--- config.mk ---
export PLATFORM = sky130hd
export DESIGN_NAME = tmc_timer
export DESIGN_NICKNAME = d
export VERILOG_FILES = /design/src/core/tmc_pkg.sv /design/src/core/tmc_timer.sv
export SDC_FILE = /design/constraint.sdc
export NUM_CORES = 1
export LEC_CHECK = 0
export ABC_CLOCK_PERIOD_IN_PS = 6200
export BUFFER_PORTS_ARGS = -buffer_cell sky130_fd_sc_hd__buf_4
export CORE_AREA = 2 2 89 91
export DETAILED_ROUTE_END_ITERATION = 10
export DIE_AREA = 0 0 91 93
export GPL_ROUTABILITY_DRIVEN = 0
export MAX_ROUTING_LAYER = met4
export PLACE_DENSITY = 0.8
export RECOVER_POWER = 25
export REMOVE_ABC_BUFFERS = 1
export SLEW_MARGIN = 15
export SYNTH_ARGS = -nofsm -noshare
export SYNTH_HDL_FRONTEND = slang
export SYNTH_SLANG_ARGS = --single-unit
--- constraint.sdc ---
create_clock -name core_clk -period 6.2 [get_ports core_clk]
set_input_delay 0.62 -clock core_clk [delete_from_list [all_inputs] [get_ports core_clk]]
set_output_delay 0.62 -clock core_clk [all_outputs]
set_load 0.02 [all_outputs]
--- src/core/tmc_pkg.sv ---
// package for the 16-bit event-reset timer: register map, field layout,
// reset values and the carrier types shared by the timer core.
// assumes a 32-bit AXI4-Lite register bus, one register per aligned word.
package tmc_pkg;

  // ****************************************
  // register map (byte addresses)
  // ****************************************
  localparam logic [7:0] OFF_CNT_LO = 8'h00;
  localparam logic [7:0] OFF_CNT_HI = 8'h04;
  localparam logic [7:0] OFF_CTRL = 8'h08;
  localparam logic [7:0] OFF_IRQ_STAT = 8'h0c;
  localparam logic [7:0] OFF_IRQ_CLR = 8'h10;
  localparam logic [7:0] OFF_IRQ_EN = 8'h14;

  // ****************************************
  // field positions and values after reset
  // ****************************************
  localparam int OVF_BIT = 1;
  localparam logic [7:0] CTRL_RST = 8'h00;
  localparam logic [15:0] CNT_RST = 16'h0000;
  localparam logic [7:0] HBUF_RST = 8'h00;
  localparam logic [2:0] PSC_RST = 3'h0;
  localparam logic [3:0] MODE_SPECIAL_EVENT = 4'hb;
  localparam logic [1:0] RESP_OKAY = 2'h0;
  localparam logic [1:0] RESP_SLVERR = 2'h2;

  // ****************************************
  // carrier types
  // ****************************************
  // counter_control, bit 7 down to bit 0
  typedef struct packed {
    logic wide_access_enable;
    logic ccp_timer_select_upper;
    logic prescale_select_upper;
    logic prescale_select_lower;
    logic ccp_timer_select_lower;
    logic clock_sync_control;
    logic external_clock_select;
    logic counter_run_enable;
  } tmc_ctrl_t;

  // one capture/compare unit as seen by the timer
  typedef struct packed {
    logic match;
    logic [3:0] compare_mode_field;
  } tmc_ccp_t;

endpackage

--- src/core/tmc_timer.sv ---
// 16-bit up-counter with buffered wide access, prescaler, overflow
// interrupt and reset by a compare unit's special event trigger.
// assumes the compare units and the neighbour timer run on core_clk;
// the auxiliary oscillator arrives as a slow asynchronous pin.
//
// Contract
// - wide access maps high-byte address to buffer
// - low-byte read copies live high into buffer
// - wide low write loads high from buffer
// - wide mode: no direct live high access
// - only low-byte writes clear the prescaler
// - auxiliary oscillator usable as clock source
// - external select plus oscillator: count rising edges
// - count up, wrap ffff to 0000 overflows
// - overflow sets sticky flag until software clears
// - interrupt only when overflow enable set
// - assigned unit, mode 1011, match: counter zero
// - second unit trigger starts converter if enabled
// - event reset in timer/sync modes only
// - software write beats simultaneous event reset
// - event reset never sets overflow flag
// - control register bit layout as specified
`timescale 1ns/1ps
module tmc_timer #(
  parameter int ADDR_W = 8,
  parameter int NUM_CCP = 2
) (
  // clock and reset
  input wire logic core_clk,
  input wire logic nrst,
  // axi4-lite write address and data
  input wire logic s_axi_awvalid,
  output logic s_axi_awready,
  input wire logic [ADDR_W-1:0] s_axi_awaddr,
  input wire logic [2:0] s_axi_awprot,
  input wire logic s_axi_wvalid,
  output logic s_axi_wready,
  input wire logic [31:0] s_axi_wdata,
  input wire logic [3:0] s_axi_wstrb,
  // axi4-lite write response
  output logic s_axi_bvalid,
  input wire logic s_axi_bready,
  output logic [1:0] s_axi_bresp,
  // axi4-lite read
  input wire logic s_axi_arvalid,
  output logic s_axi_arready,
  input wire logic [ADDR_W-1:0] s_axi_araddr,
  input wire logic [2:0] s_axi_arprot,
  output logic s_axi_rvalid,
  input wire logic s_axi_rready,
  output logic [31:0] s_axi_rdata,
  output logic [1:0] s_axi_rresp,
  // clock sources
  input wire logic aux_osc_pin,
  input wire logic aux_oscillator_enable,
  // compare units and converter
  input wire tmc_pkg::tmc_ccp_t [NUM_CCP-1:0] ccp,
  input wire logic adc_enable,
  output logic adc_start,
  // interrupt
  output logic irq
);
  import tmc_pkg::*;

  // refuse sizes the register map or the trigger wiring cannot serve
  if (ADDR_W < 5 || NUM_CCP < 2) begin : g_bad_size
    $error("tmc_timer: ADDR_W must be >= 5 and NUM_CCP >= 2");
  end

  // ****************************************
  // state
  // ****************************************
  tmc_ctrl_t ctrl;
  logic [15:0] count;
  logic [7:0] hbuf;
  logic [2:0] psc;
  logic ovf_flag;
  logic ovf_en;
  logic [ADDR_W-1:0] aw_addr;
  logic [7:0] w_data;
  logic w_lane0;
  logic [2:0] osc_sync;

  // ****************************************
  // axi4-lite write side
  // ****************************************
  logic do_wr;
  logic wr_hit;
  logic wr_lo;
  logic wr_hi;
  logic wr_any;
  logic wr_ctrl;
  logic wr_clr;
  logic wr_en;

  // awready/wready low means an address or data word is held
  assign do_wr = !s_axi_awready && !s_axi_wready && !s_axi_bvalid;
  assign wr_hit = (aw_addr == ADDR_W'(OFF_CNT_LO)) ||
                  (aw_addr == ADDR_W'(OFF_CNT_HI)) ||
                  (aw_addr == ADDR_W'(OFF_CTRL)) ||
                  (aw_addr == ADDR_W'(OFF_IRQ_STAT)) ||
                  (aw_addr == ADDR_W'(OFF_IRQ_CLR)) ||
                  (aw_addr == ADDR_W'(OFF_IRQ_EN));
  assign wr_lo = do_wr && w_lane0 && aw_addr == ADDR_W'(OFF_CNT_LO);
  assign wr_hi = do_wr && w_lane0 && aw_addr == ADDR_W'(OFF_CNT_HI);
  assign wr_ctrl = do_wr && w_lane0 && aw_addr == ADDR_W'(OFF_CTRL);
  assign wr_clr = do_wr && w_lane0 && aw_addr == ADDR_W'(OFF_IRQ_CLR);
  assign wr_en = do_wr && w_lane0 && aw_addr == ADDR_W'(OFF_IRQ_EN);
  // a high-byte write in wide mode only touches the buffer
  assign wr_any = wr_lo || (wr_hi && !ctrl.wide_access_enable);

  // address and data are taken in either order, then one write is done
  always_ff @(posedge core_clk or negedge nrst) begin
    if (!nrst) begin
      s_axi_awready <= 1'b1;
      s_axi_wready <= 1'b1;
      aw_addr <= '0;
      w_data <= 8'h00;
      w_lane0 <= 1'b0;
    end else begin
      if (s_axi_awvalid && s_axi_awready) begin
        s_axi_awready <= 1'b0;
        aw_addr <= s_axi_awaddr;
      end else if (do_wr) begin
        s_axi_awready <= 1'b1;
      end
      if (s_axi_wvalid && s_axi_wready) begin
        s_axi_wready <= 1'b0;
        w_data <= s_axi_wdata[7:0];
        w_lane0 <= s_axi_wstrb[0];
      end else if (do_wr) begin
        s_axi_wready <= 1'b1;
      end
    end
  end

  // write response, slave error for an unmapped address
  always_ff @(posedge core_clk or negedge nrst) begin
    if (!nrst) begin
      s_axi_bvalid <= 1'b0;
      s_axi_bresp <= RESP_OKAY;
    end else if (do_wr) begin
      s_axi_bvalid <= 1'b1;
      s_axi_bresp <= wr_hit ? RESP_OKAY : RESP_SLVERR;
    end else if (s_axi_bready) begin
      s_axi_bvalid <= 1'b0;
    end
  end

  // ****************************************
  // axi4-lite read side
  // ****************************************
  logic rd_take;
  logic rd_lo;
  logic [7:0] rd_byte;
  logic rd_hit;

  assign rd_take = s_axi_arvalid && s_axi_arready;
  assign rd_lo = rd_take && s_axi_araddr == ADDR_W'(OFF_CNT_LO);

  // read mux; the high-byte address shows the buffer in wide mode
  always_comb begin
    rd_byte = 8'h00;
    rd_hit = 1'b1;
    unique case (s_axi_araddr)
      ADDR_W'(OFF_CNT_LO): rd_byte = count[7:0];
      ADDR_W'(OFF_CNT_HI): rd_byte = ctrl.wide_access_enable ? hbuf :
                                     count[15:8];
      ADDR_W'(OFF_CTRL): rd_byte = ctrl;
      ADDR_W'(OFF_IRQ_STAT): rd_byte[OVF_BIT] = ovf_flag;
      ADDR_W'(OFF_IRQ_CLR): rd_byte = 8'h00;
      ADDR_W'(OFF_IRQ_EN): rd_byte[OVF_BIT] = ovf_en;
      default: rd_hit = 1'b0;
    endcase
  end

  // one read at a time, answered in the cycle after the address is taken
  always_ff @(posedge core_clk or negedge nrst) begin
    if (!nrst) begin
      s_axi_arready <= 1'b1;
      s_axi_rvalid <= 1'b0;
      s_axi_rdata <= 32'h0000_0000;
      s_axi_rresp <= RESP_OKAY;
    end else if (rd_take) begin
      s_axi_arready <= 1'b0;
      s_axi_rvalid <= 1'b1;
      s_axi_rdata <= {24'h00_0000, rd_byte};
      s_axi_rresp <= rd_hit ? RESP_OKAY : RESP_SLVERR;
    end else if (s_axi_rvalid && s_axi_rready) begin
      s_axi_arready <= 1'b1;
      s_axi_rvalid <= 1'b0;
    end
  end

  // ****************************************
  // control and high-byte buffer
  // ****************************************
  always_ff @(posedge core_clk or negedge nrst) begin
    if (!nrst) begin
      ctrl <= CTRL_RST;
    end else if (wr_ctrl) begin
      ctrl <= w_data;
    end
  end

  // a low-byte read freezes the matching high byte for a later read
  always_ff @(posedge core_clk or negedge nrst) begin
    if (!nrst) begin
      hbuf <= HBUF_RST;
    end else if (rd_lo && ctrl.wide_access_enable) begin
      hbuf <= count[15:8];
    end else if (wr_hi && ctrl.wide_access_enable) begin
      hbuf <= w_data;
    end
  end

  // ****************************************
  // clock source and prescaler
  // ****************************************
  logic aux_rise;
  logic src_pulse;
  logic [2:0] psc_limit;
  logic tick;

  // pin is asynchronous: two flops, then a third for the edge
  always_ff @(posedge core_clk or negedge nrst) begin
    if (!nrst) begin
      osc_sync <= 3'h0;
    end else begin
      osc_sync <= {osc_sync[1:0], aux_osc_pin};
    end
  end

  assign aux_rise = osc_sync[1] && !osc_sync[2];
  // the oscillator only counts while the neighbour timer enables it
  assign src_pulse = ctrl.external_clock_select ?
                     (aux_oscillator_enable && aux_rise) :
                     1'b1;
  // ratio 1, 2, 4 or 8; >= lets a count above a smaller new limit wrap
  assign psc_limit = 3'((4'h1 << {ctrl.prescale_select_upper,
                                  ctrl.prescale_select_lower}) - 4'h1);
  assign tick = ctrl.counter_run_enable && src_pulse &&
                psc >= psc_limit;

  always_ff @(posedge core_clk or negedge nrst) begin
    if (!nrst) begin
      psc <= PSC_RST;
    end else if (wr_lo) begin
      psc <= PSC_RST;
    end else if (ctrl.counter_run_enable && src_pulse) begin
      psc <= (psc >= psc_limit) ? PSC_RST : psc + 3'h1;
    end
  end

  // ****************************************
  // special event trigger
  // ****************************************
  logic [NUM_CCP-1:0] unit_hit;
  logic trig_reset;
  logic async_mode;

  // select 00: no unit, 01: units from the second up, 1x: all units
  for (genvar k = 0; k < NUM_CCP; k++) begin : g_unit
    logic assigned;
    assign assigned = ctrl.ccp_timer_select_upper ||
                      (ctrl.ccp_timer_select_lower && k >= 1);
    assign unit_hit[k] = assigned && ccp[k].match &&
                         ccp[k].compare_mode_field ==
                         MODE_SPECIAL_EVENT;
  end

  // the reset is simply dropped in asynchronous counter mode
  assign async_mode = ctrl.external_clock_select &&
                      ctrl.clock_sync_control;
  assign trig_reset = (|unit_hit) && !async_mode;

  always_ff @(posedge core_clk or negedge nrst) begin
    if (!nrst) begin
      adc_start <= 1'b0;
    end else begin
      adc_start <= unit_hit[1] && adc_enable;
    end
  end

  // ****************************************
  // counter
  // ****************************************
  logic ovf;

  assign ovf = tick && count == 16'hffff && !wr_any &&
               !trig_reset;

  // writes first, then the trigger, then counting
  always_ff @(posedge core_clk or negedge nrst) begin
    if (!nrst) begin
      count <= CNT_RST;
    end else if (wr_lo) begin
      count <= {ctrl.wide_access_enable ? hbuf : count[15:8],
                w_data};
    end else if (wr_hi && !ctrl.wide_access_enable) begin
      count[15:8] <= w_data;
    end else if (trig_reset) begin
      count <= CNT_RST;
    end else if (tick) begin
      count <= count + 16'h0001;
    end
  end

  // ****************************************
  // interrupt
  // ****************************************
  // a new overflow beats a clear in the same cycle
  always_ff @(posedge core_clk or negedge nrst) begin
    if (!nrst) begin
      ovf_flag <= 1'b0;
    end else if (ovf) begin
      ovf_flag <= 1'b1;
    end else if (wr_clr && w_data[OVF_BIT]) begin
      ovf_flag <= 1'b0;
    end
  end

  always_ff @(posedge core_clk or negedge nrst) begin
    if (!nrst) begin
      ovf_en <= 1'b0;
    end else if (wr_en) begin
      ovf_en <= w_data[OVF_BIT];
    end
  end

  // registered so the pin is glitch free; lags the flag by one cycle
  always_ff @(posedge core_clk or negedge nrst) begin
    if (!nrst) begin
      irq <= 1'b0;
    end else begin
      irq <= ovf_flag && ovf_en;
    end
  end
endmodule

# --- Word level (Yosys, flattened, before mapping) ---
# Index checks and enable logic that the tools add are counted.
word_totals:
  out_inout_bits: 43
  memories: 0
  latchBits: 0
  elab_cells: 137
  regBits: 76
  ram_bits: 0
  romBits: 0
  input_bits: 78
op_classes:
  shifts: 1
  n_eq_ne: 14
  n_reduce_logical: 61
  muxes: 29
  n_div: 0
  n_addsub: 3
  bitwise: 0
  mul: 0
  n_lt_le_gt_ge: 1
ops:
  columns: ["operator", "n"]
  rows:
  - ["$mux W16", 3]
  - ["$mux W8", 5]
  - ["$eq A8 B4 Y1 const B", 4]
  - ["$eq A8 B5 Y1 const B", 4]
  - ["$logic_and A1 B1 Y1", 32]
  - ["$pmux W6 S3", 1]
  - ["$add A16 B1 Y16 const B", 1]
  - ["$eq A16 B16 Y1 const B", 1]
  - ["$eq A8 B3 Y1 const B", 2]
  - ["$logic_not A8 Y1", 2]
  - ["$reduce_bool A2 Y1", 7]
  - ["$mux W1", 13]
  - ["$mux W3", 3]
  - ["$eq A4 B4 Y1 const B", 2]
  - ["$logic_not A1 Y1", 8]
  - ["$logic_or A1 B1 Y1", 7]
  - ["$reduce_or A6 Y1", 1]
  - ["$pmux W1 S5", 1]
  - ["$mux W2", 2]
  - ["$reduce_bool A4 Y1", 1]
  - ["$add A3 B1 Y3 const B", 1]
  - ["$ge A3 B3 Y1", 1]
  - ["$pmux W1 S3", 1]
  - ["$reduce_bool A3 Y1", 1]
  - ["other kinds (5)", 5]

# --- Logic depth before layout (Yosys ltp) ---
depth:
  ltp_word: 11
  depth_mapped: 9
  mapped_depth_nobuf: 8

# --- Least setup slack after synthesis ---
# Ideal clock, no wire load.
synth_timing:
  path_kind: "register to register"
  startpoint: "register ctrl[4] (netlist name)"
  endpoint: "register count[5]"
  path_slack_ps: 3798
  required_time_ps: 6074
  t_arrival_ps: 2276
  stages_incl_launch_ff: 10
  period_less_slack_ps: 2402
  path_buffers: 1
  setup_ps: 126
  cell_sequence: "dfrtp_1 > or2_2 > ha_1 > nor2b_1 > o21ai_0 > nor2b_1 > clkbuf_1 > a21oi_1 > a221oi_1 > nor2_1"
synth_via:
  elab_chain_cells: 6
synth_rtl:
  columns: ["element", "line", "text"]
  rows:
  - ["start: declaration", "tmc_timer.sv:73", "tmc_ctrl_t ctrl;"]
  - ["start signal: assignment", "tmc_timer.sv:202", "ctrl <= w_data;"]
  - ["$shl A1 B2 Y3", "tmc_timer.sv:240", "assign psc_limit = 3'((4'h1 << {ctrl.prescale_select_upper,"]
  - ["$sub A3 B1 Y3", "tmc_timer.sv:241", "ctrl.prescale_select_lower}) - 4'h1);"]
  - ["$ge A3 B3 Y1", "tmc_timer.sv:243", "psc >= psc_limit;"]
  - ["$logic_and A1 B1 Y1", "tmc_timer.sv:242", "assign tick = ctrl.counter_run_enable && src_pulse &&"]
  - ["$reduce_bool A3 Y1 (no line)", null, null]
  - ["$reduce_and A2 Y1 (no line)", null, null]
  - ["end signal: assignment", "tmc_timer.sv:298", "count <= {ctrl.wide_access_enable ? hbuf : count[15:8],"]
  - ["end signal: assignment", "tmc_timer.sv:305", "count <= count + 16'h0001;"]
  - ["end: declaration", "tmc_timer.sv:74", "logic [15:0] count;"]
# Every way passes these cells.
# A chain may end at the register's enable or synchronous reset.

==> flow_summary_export.csv <==
group,metric,value,unit
run_status,status,"finished, violations left",
run_status,failed_checks,"capacitance limit, slew limit",
power_and_ir_drop,power_leakage,2.06,nW
place,dpl.hpwl,6.62,mm
yosys,synth_top_cell_area_share,43.1,%
power_and_ir_drop,swShare,34.8,%
final_layout,area_growth,14.4,%
run,drv_cap,1,
yosys,synthCells,416,
yosys,synth_top_flop_cell,"dfrtp_1",
yosys,synth_cell_types,57,
clock_tree,clock_sinks,74,
worst_setup_path,cp-end-kind,"async pin",
worst_setup_path,critPathMaxStageDelay,2690,ps
route,drtAntennaViolNets,0,
global_route,grt_pass1_vias,3105,
global_route,grt_antenna_before_repair,0,
clock_tree,cts_hold_buf,0,
route,drtPass1Iterations,5,
timing,rsz0062_at_grt,"false",
die,die_area,0.00846,mm²
worst_setup_path,crit_slowest_cell,"clkbuf_1",
timing,layout_min_cycle_time,3780,ps
die,die_w,91,µm
global_route,grt.overflow.total,0,
clock_tree,cts_root_buf,"clkbuf_8",
die,start_util,54.8,%
yosys,yosys-top-cells-area,"dfrtp_1 (43%), mux2_2 (6.8%), buf_4 (4.9%), mux2i_1 (4.9%), nand2_1 (3.6%)",
worst_setup_path,criticalPathCategory,"primary input to async pin",
final_layout,drive_gt1_share,24.2,%
clock_tree,cts_buffers,9,
clock_tree,postCtsSetupBuffers,0,
yosys,synth_edf_count,0,
timing,tightest_slew,3890,ps
clock_tree,post_cts_resized,0,
timing,clock-skew-final,9.95,ps
clock_tree,tritoncts,"done",
worst_hold_path,worstHoldPathType,"flop to flop",
route,wl,9.28,mm
timing,max_slew_margin,-159,%
clock_tree,cts_buffer_depth,2,
place,port_buffers,61,
worst_setup_path,worstSetupStartpoint,"nrst",
route,drc_errors,0,
clock_tree,path_clk_slew,80,ps
power_and_ir_drop,power.switching,0.000505,W
timing,fin_tns_setup,0,ps
global_route,grt_pass1_wl,15.1,mm
power_and_ir_drop,power_frac_seq,49.6,%
final_layout,finalNonFillerCells,577,
yosys,yosys_register_bits,74,
worst_setup_path,start_kind,"primary input",
place,place_inst,561,
clock_tree,h-tree-depth,3,
final_layout,num_antenna_cells,0,
worst_setup_path,regToRegStartpoint,"aw_addr[1]",
worst_hold_path,hold_path_startpoint,"osc_sync[0]",
worst_setup_path,critPathMaxFanout,74,
route,routed_via_density,5.73,
yosys,ys_warn_count,0,
route,detail_route.wl_per_cell,16.1,µm
route,dr_total_vias,3309,
final_layout,nets,553,
yosys,synth_area,0.00412,mm²
global_route,globalRouteTotalUtil,23.3,%
power_and_ir_drop,p_int,0.000946,W
worst_setup_path,critPathTopFamily,"buffers and inverters",
timing,slew_viol_final,75,
yosys,seq_area_frac_synth,45.0,%
timing,period_share,61.0,%
global_route,grt_max_degree,75,
yosys,async_flop_share,100,%
power_and_ir_drop,powerDensity,308,mW/mm²
timing,report.final.setup_viol,0,
timing,finalHoldViolations,0,
clock_tree,insertion_delay,360,ps
die,core_area,0.00753,mm²
worst_setup_path,cp.arrival,3360,ps
worst_setup_path,worst_ep_required_time,5780,ps
route,drt_iter0_drc,324,
die,io-pin-count,121,
die,rows,32,
worst_setup_path,cp_cell_sequence,"clkbuf_1",
power_and_ir_drop,p_comb_share,24.9,%
worst_setup_path,worst-path-buf-inv,1,
power_and_ir_drop,clkPwrFrac,25.5,%
yosys,synth_area_per_cell,9.91,µm²
timing,fmax,0.265,GHz
power_and_ir_drop,peakVddDrop,0.235,mV
die,die-height,93,µm
yosys,synth_area_leader_cell,"dfrtp_1",
registers in the layout, indices dropped and copies added, names as in the netlist, 3 cells and up:
signal	cells
psc	3
hbuf	8
aw_addr	8
s_axi_rdata	8
w_data	8
osc_sync	3
ctrl	7
count	16
metrics by stage:
| step | setup WS, ps | instance area, µm² | power, W | utilization [%] | hold WS [ps] |
|---|---|---|---|---|---|
| after floorplan | 3440 | 3930 | 0.000932 | - | 324 |
| after global placement | 3320 | 4530 | 0.00107 | 60.1 | 336 |
| after detailed placement | 3310 | 4530 | 0.00109 | 60.1 | 336 |
| after CTS | 3300 | 4720 | 0.00146 | 62.7 | 354 |
| after global routing | 1690 | 4710 | 0.00153 | 62.6 | 368 |
| final | 2420 | 4710 | 0.00145 | 62.6 | 352 |
synth_stat cells, types with 10 or more instances:
master    instances
a21oi_1          20
mux2i_1          20
buf_4            27
o21ai_0          23
clkbuf_1         10
mux2_2           25
nor2_1           29
a211oi_1         10
dfrtp_1          71
nand2_1          39
inv_1            14
layer usage:
metal / global-route usage (%) / vias to the layer above / wire length (µm)
met3: 3.71 / 16 / 618
met1: 30.4 / 1592 / 4030
met5: - / - / 0
li1: - / 1567 / -
met4: 10.2 / 0 / 184
met2: 36.5 / 134 / 4450
area by class of cell:
type                    count  area (µm²)
clock buffers              10         128
repair buffers             63         469
fillers                   629        2810
flip-flops and latches     74        1860
well taps                 102         128
clock inverters             6        65.1
inverters                  14        52.6
multi-input cells         308        2020
worst register-to-register path, stage by stage (launching register included):
cell and delay, ps:
dfrtp_1 370, or3_1 370, nand2b_1 390, nor3_2 810
or3_1 540, a2bb2oi_1 230, a2bb2oi_1 170
power groups by stage:
stage               logic [W]  clock network (W)  registers, W
detailed placement   0.000361                  0      0.000726
floorplan            0.000228                  0      0.000704
global placement     0.000347                  0      0.000718
global route         0.000398           0.000397      0.000734
CTS                  0.000362           0.000378      0.000717
finish               0.000361           0.000370      0.000720
kinds of logic (layout without fill, tap and decap cells):
kind of cell,count (synthesis),in the layout,synth area share [%]
mux,45,45,11.7
other cells,1,26,0.0910
simple gates,130,130,16.7
buf+inv,59,93,8.35
fa+ha+maj,5,5,1.52
flops,74,74,45.0
compound gates,102,102,16.7
placed cells by master (no fill, tap or decap), types with 2 or more instances in the layout:
cell / Yosys / layout
nand2b_1: 2 / 2
inv_1: 14 / 14
a31oi_1: 4 / 4
nor3_1: 8 / 8
conb_1: 1 / 26
and2_0: 0 / 2
nor2_1: 29 / 29
mux2i_1: 20 / 20
nor3_2: 2 / 2
o21ai_0: 23 / 23
a211oi_1: 10 / 10
nor4_1: 3 / 3
clkbuf_1: 10 / 2
nand3b_1: 3 / 3
clkbuf_8: 0 / 9
nand4_1: 6 / 6
buf_4: 27 / 61
o22ai_1: 4 / 4
dfstp_1: 0 / 2
nand2_1: 39 / 39
a21oi_1: 20 / 20
nor3_4: 2 / 2
and4_1: 2 / 2
o2bb2ai_1: 2 / 2
a2bb2oi_2: 4 / 4
a32oi_1: 2 / 2
o21ai_1: 8 / 8
a22oi_1: 4 / 4
ha_1: 5 / 5
o22a_1: 4 / 4
a2bb2oi_1: 7 / 7
mux2_2: 25 / 25
dfrtp_1: 71 / 71
and3_1: 6 / 6
or3_1: 5 / 5
nor2b_1: 4 / 4
clkinv_2: 0 / 2
nand3_1: 8 / 8
a221oi_1: 2 / 2
worst paths after layout:
kind | to | slack, ps | cells after the start
max reg2reg | count[10] | 3240 | 6
max | aw_addr[2] | 2420 | 1
min in group asynchronous | hbuf[4] | 1620 | 1
max in group core_clk | count[10] | 3240 | 6
min | osc_sync[1] | 350 | 0
min reg2reg | osc_sync[1] | 350 | 0
No activity file was read; power rests on OpenSTA's default activity.
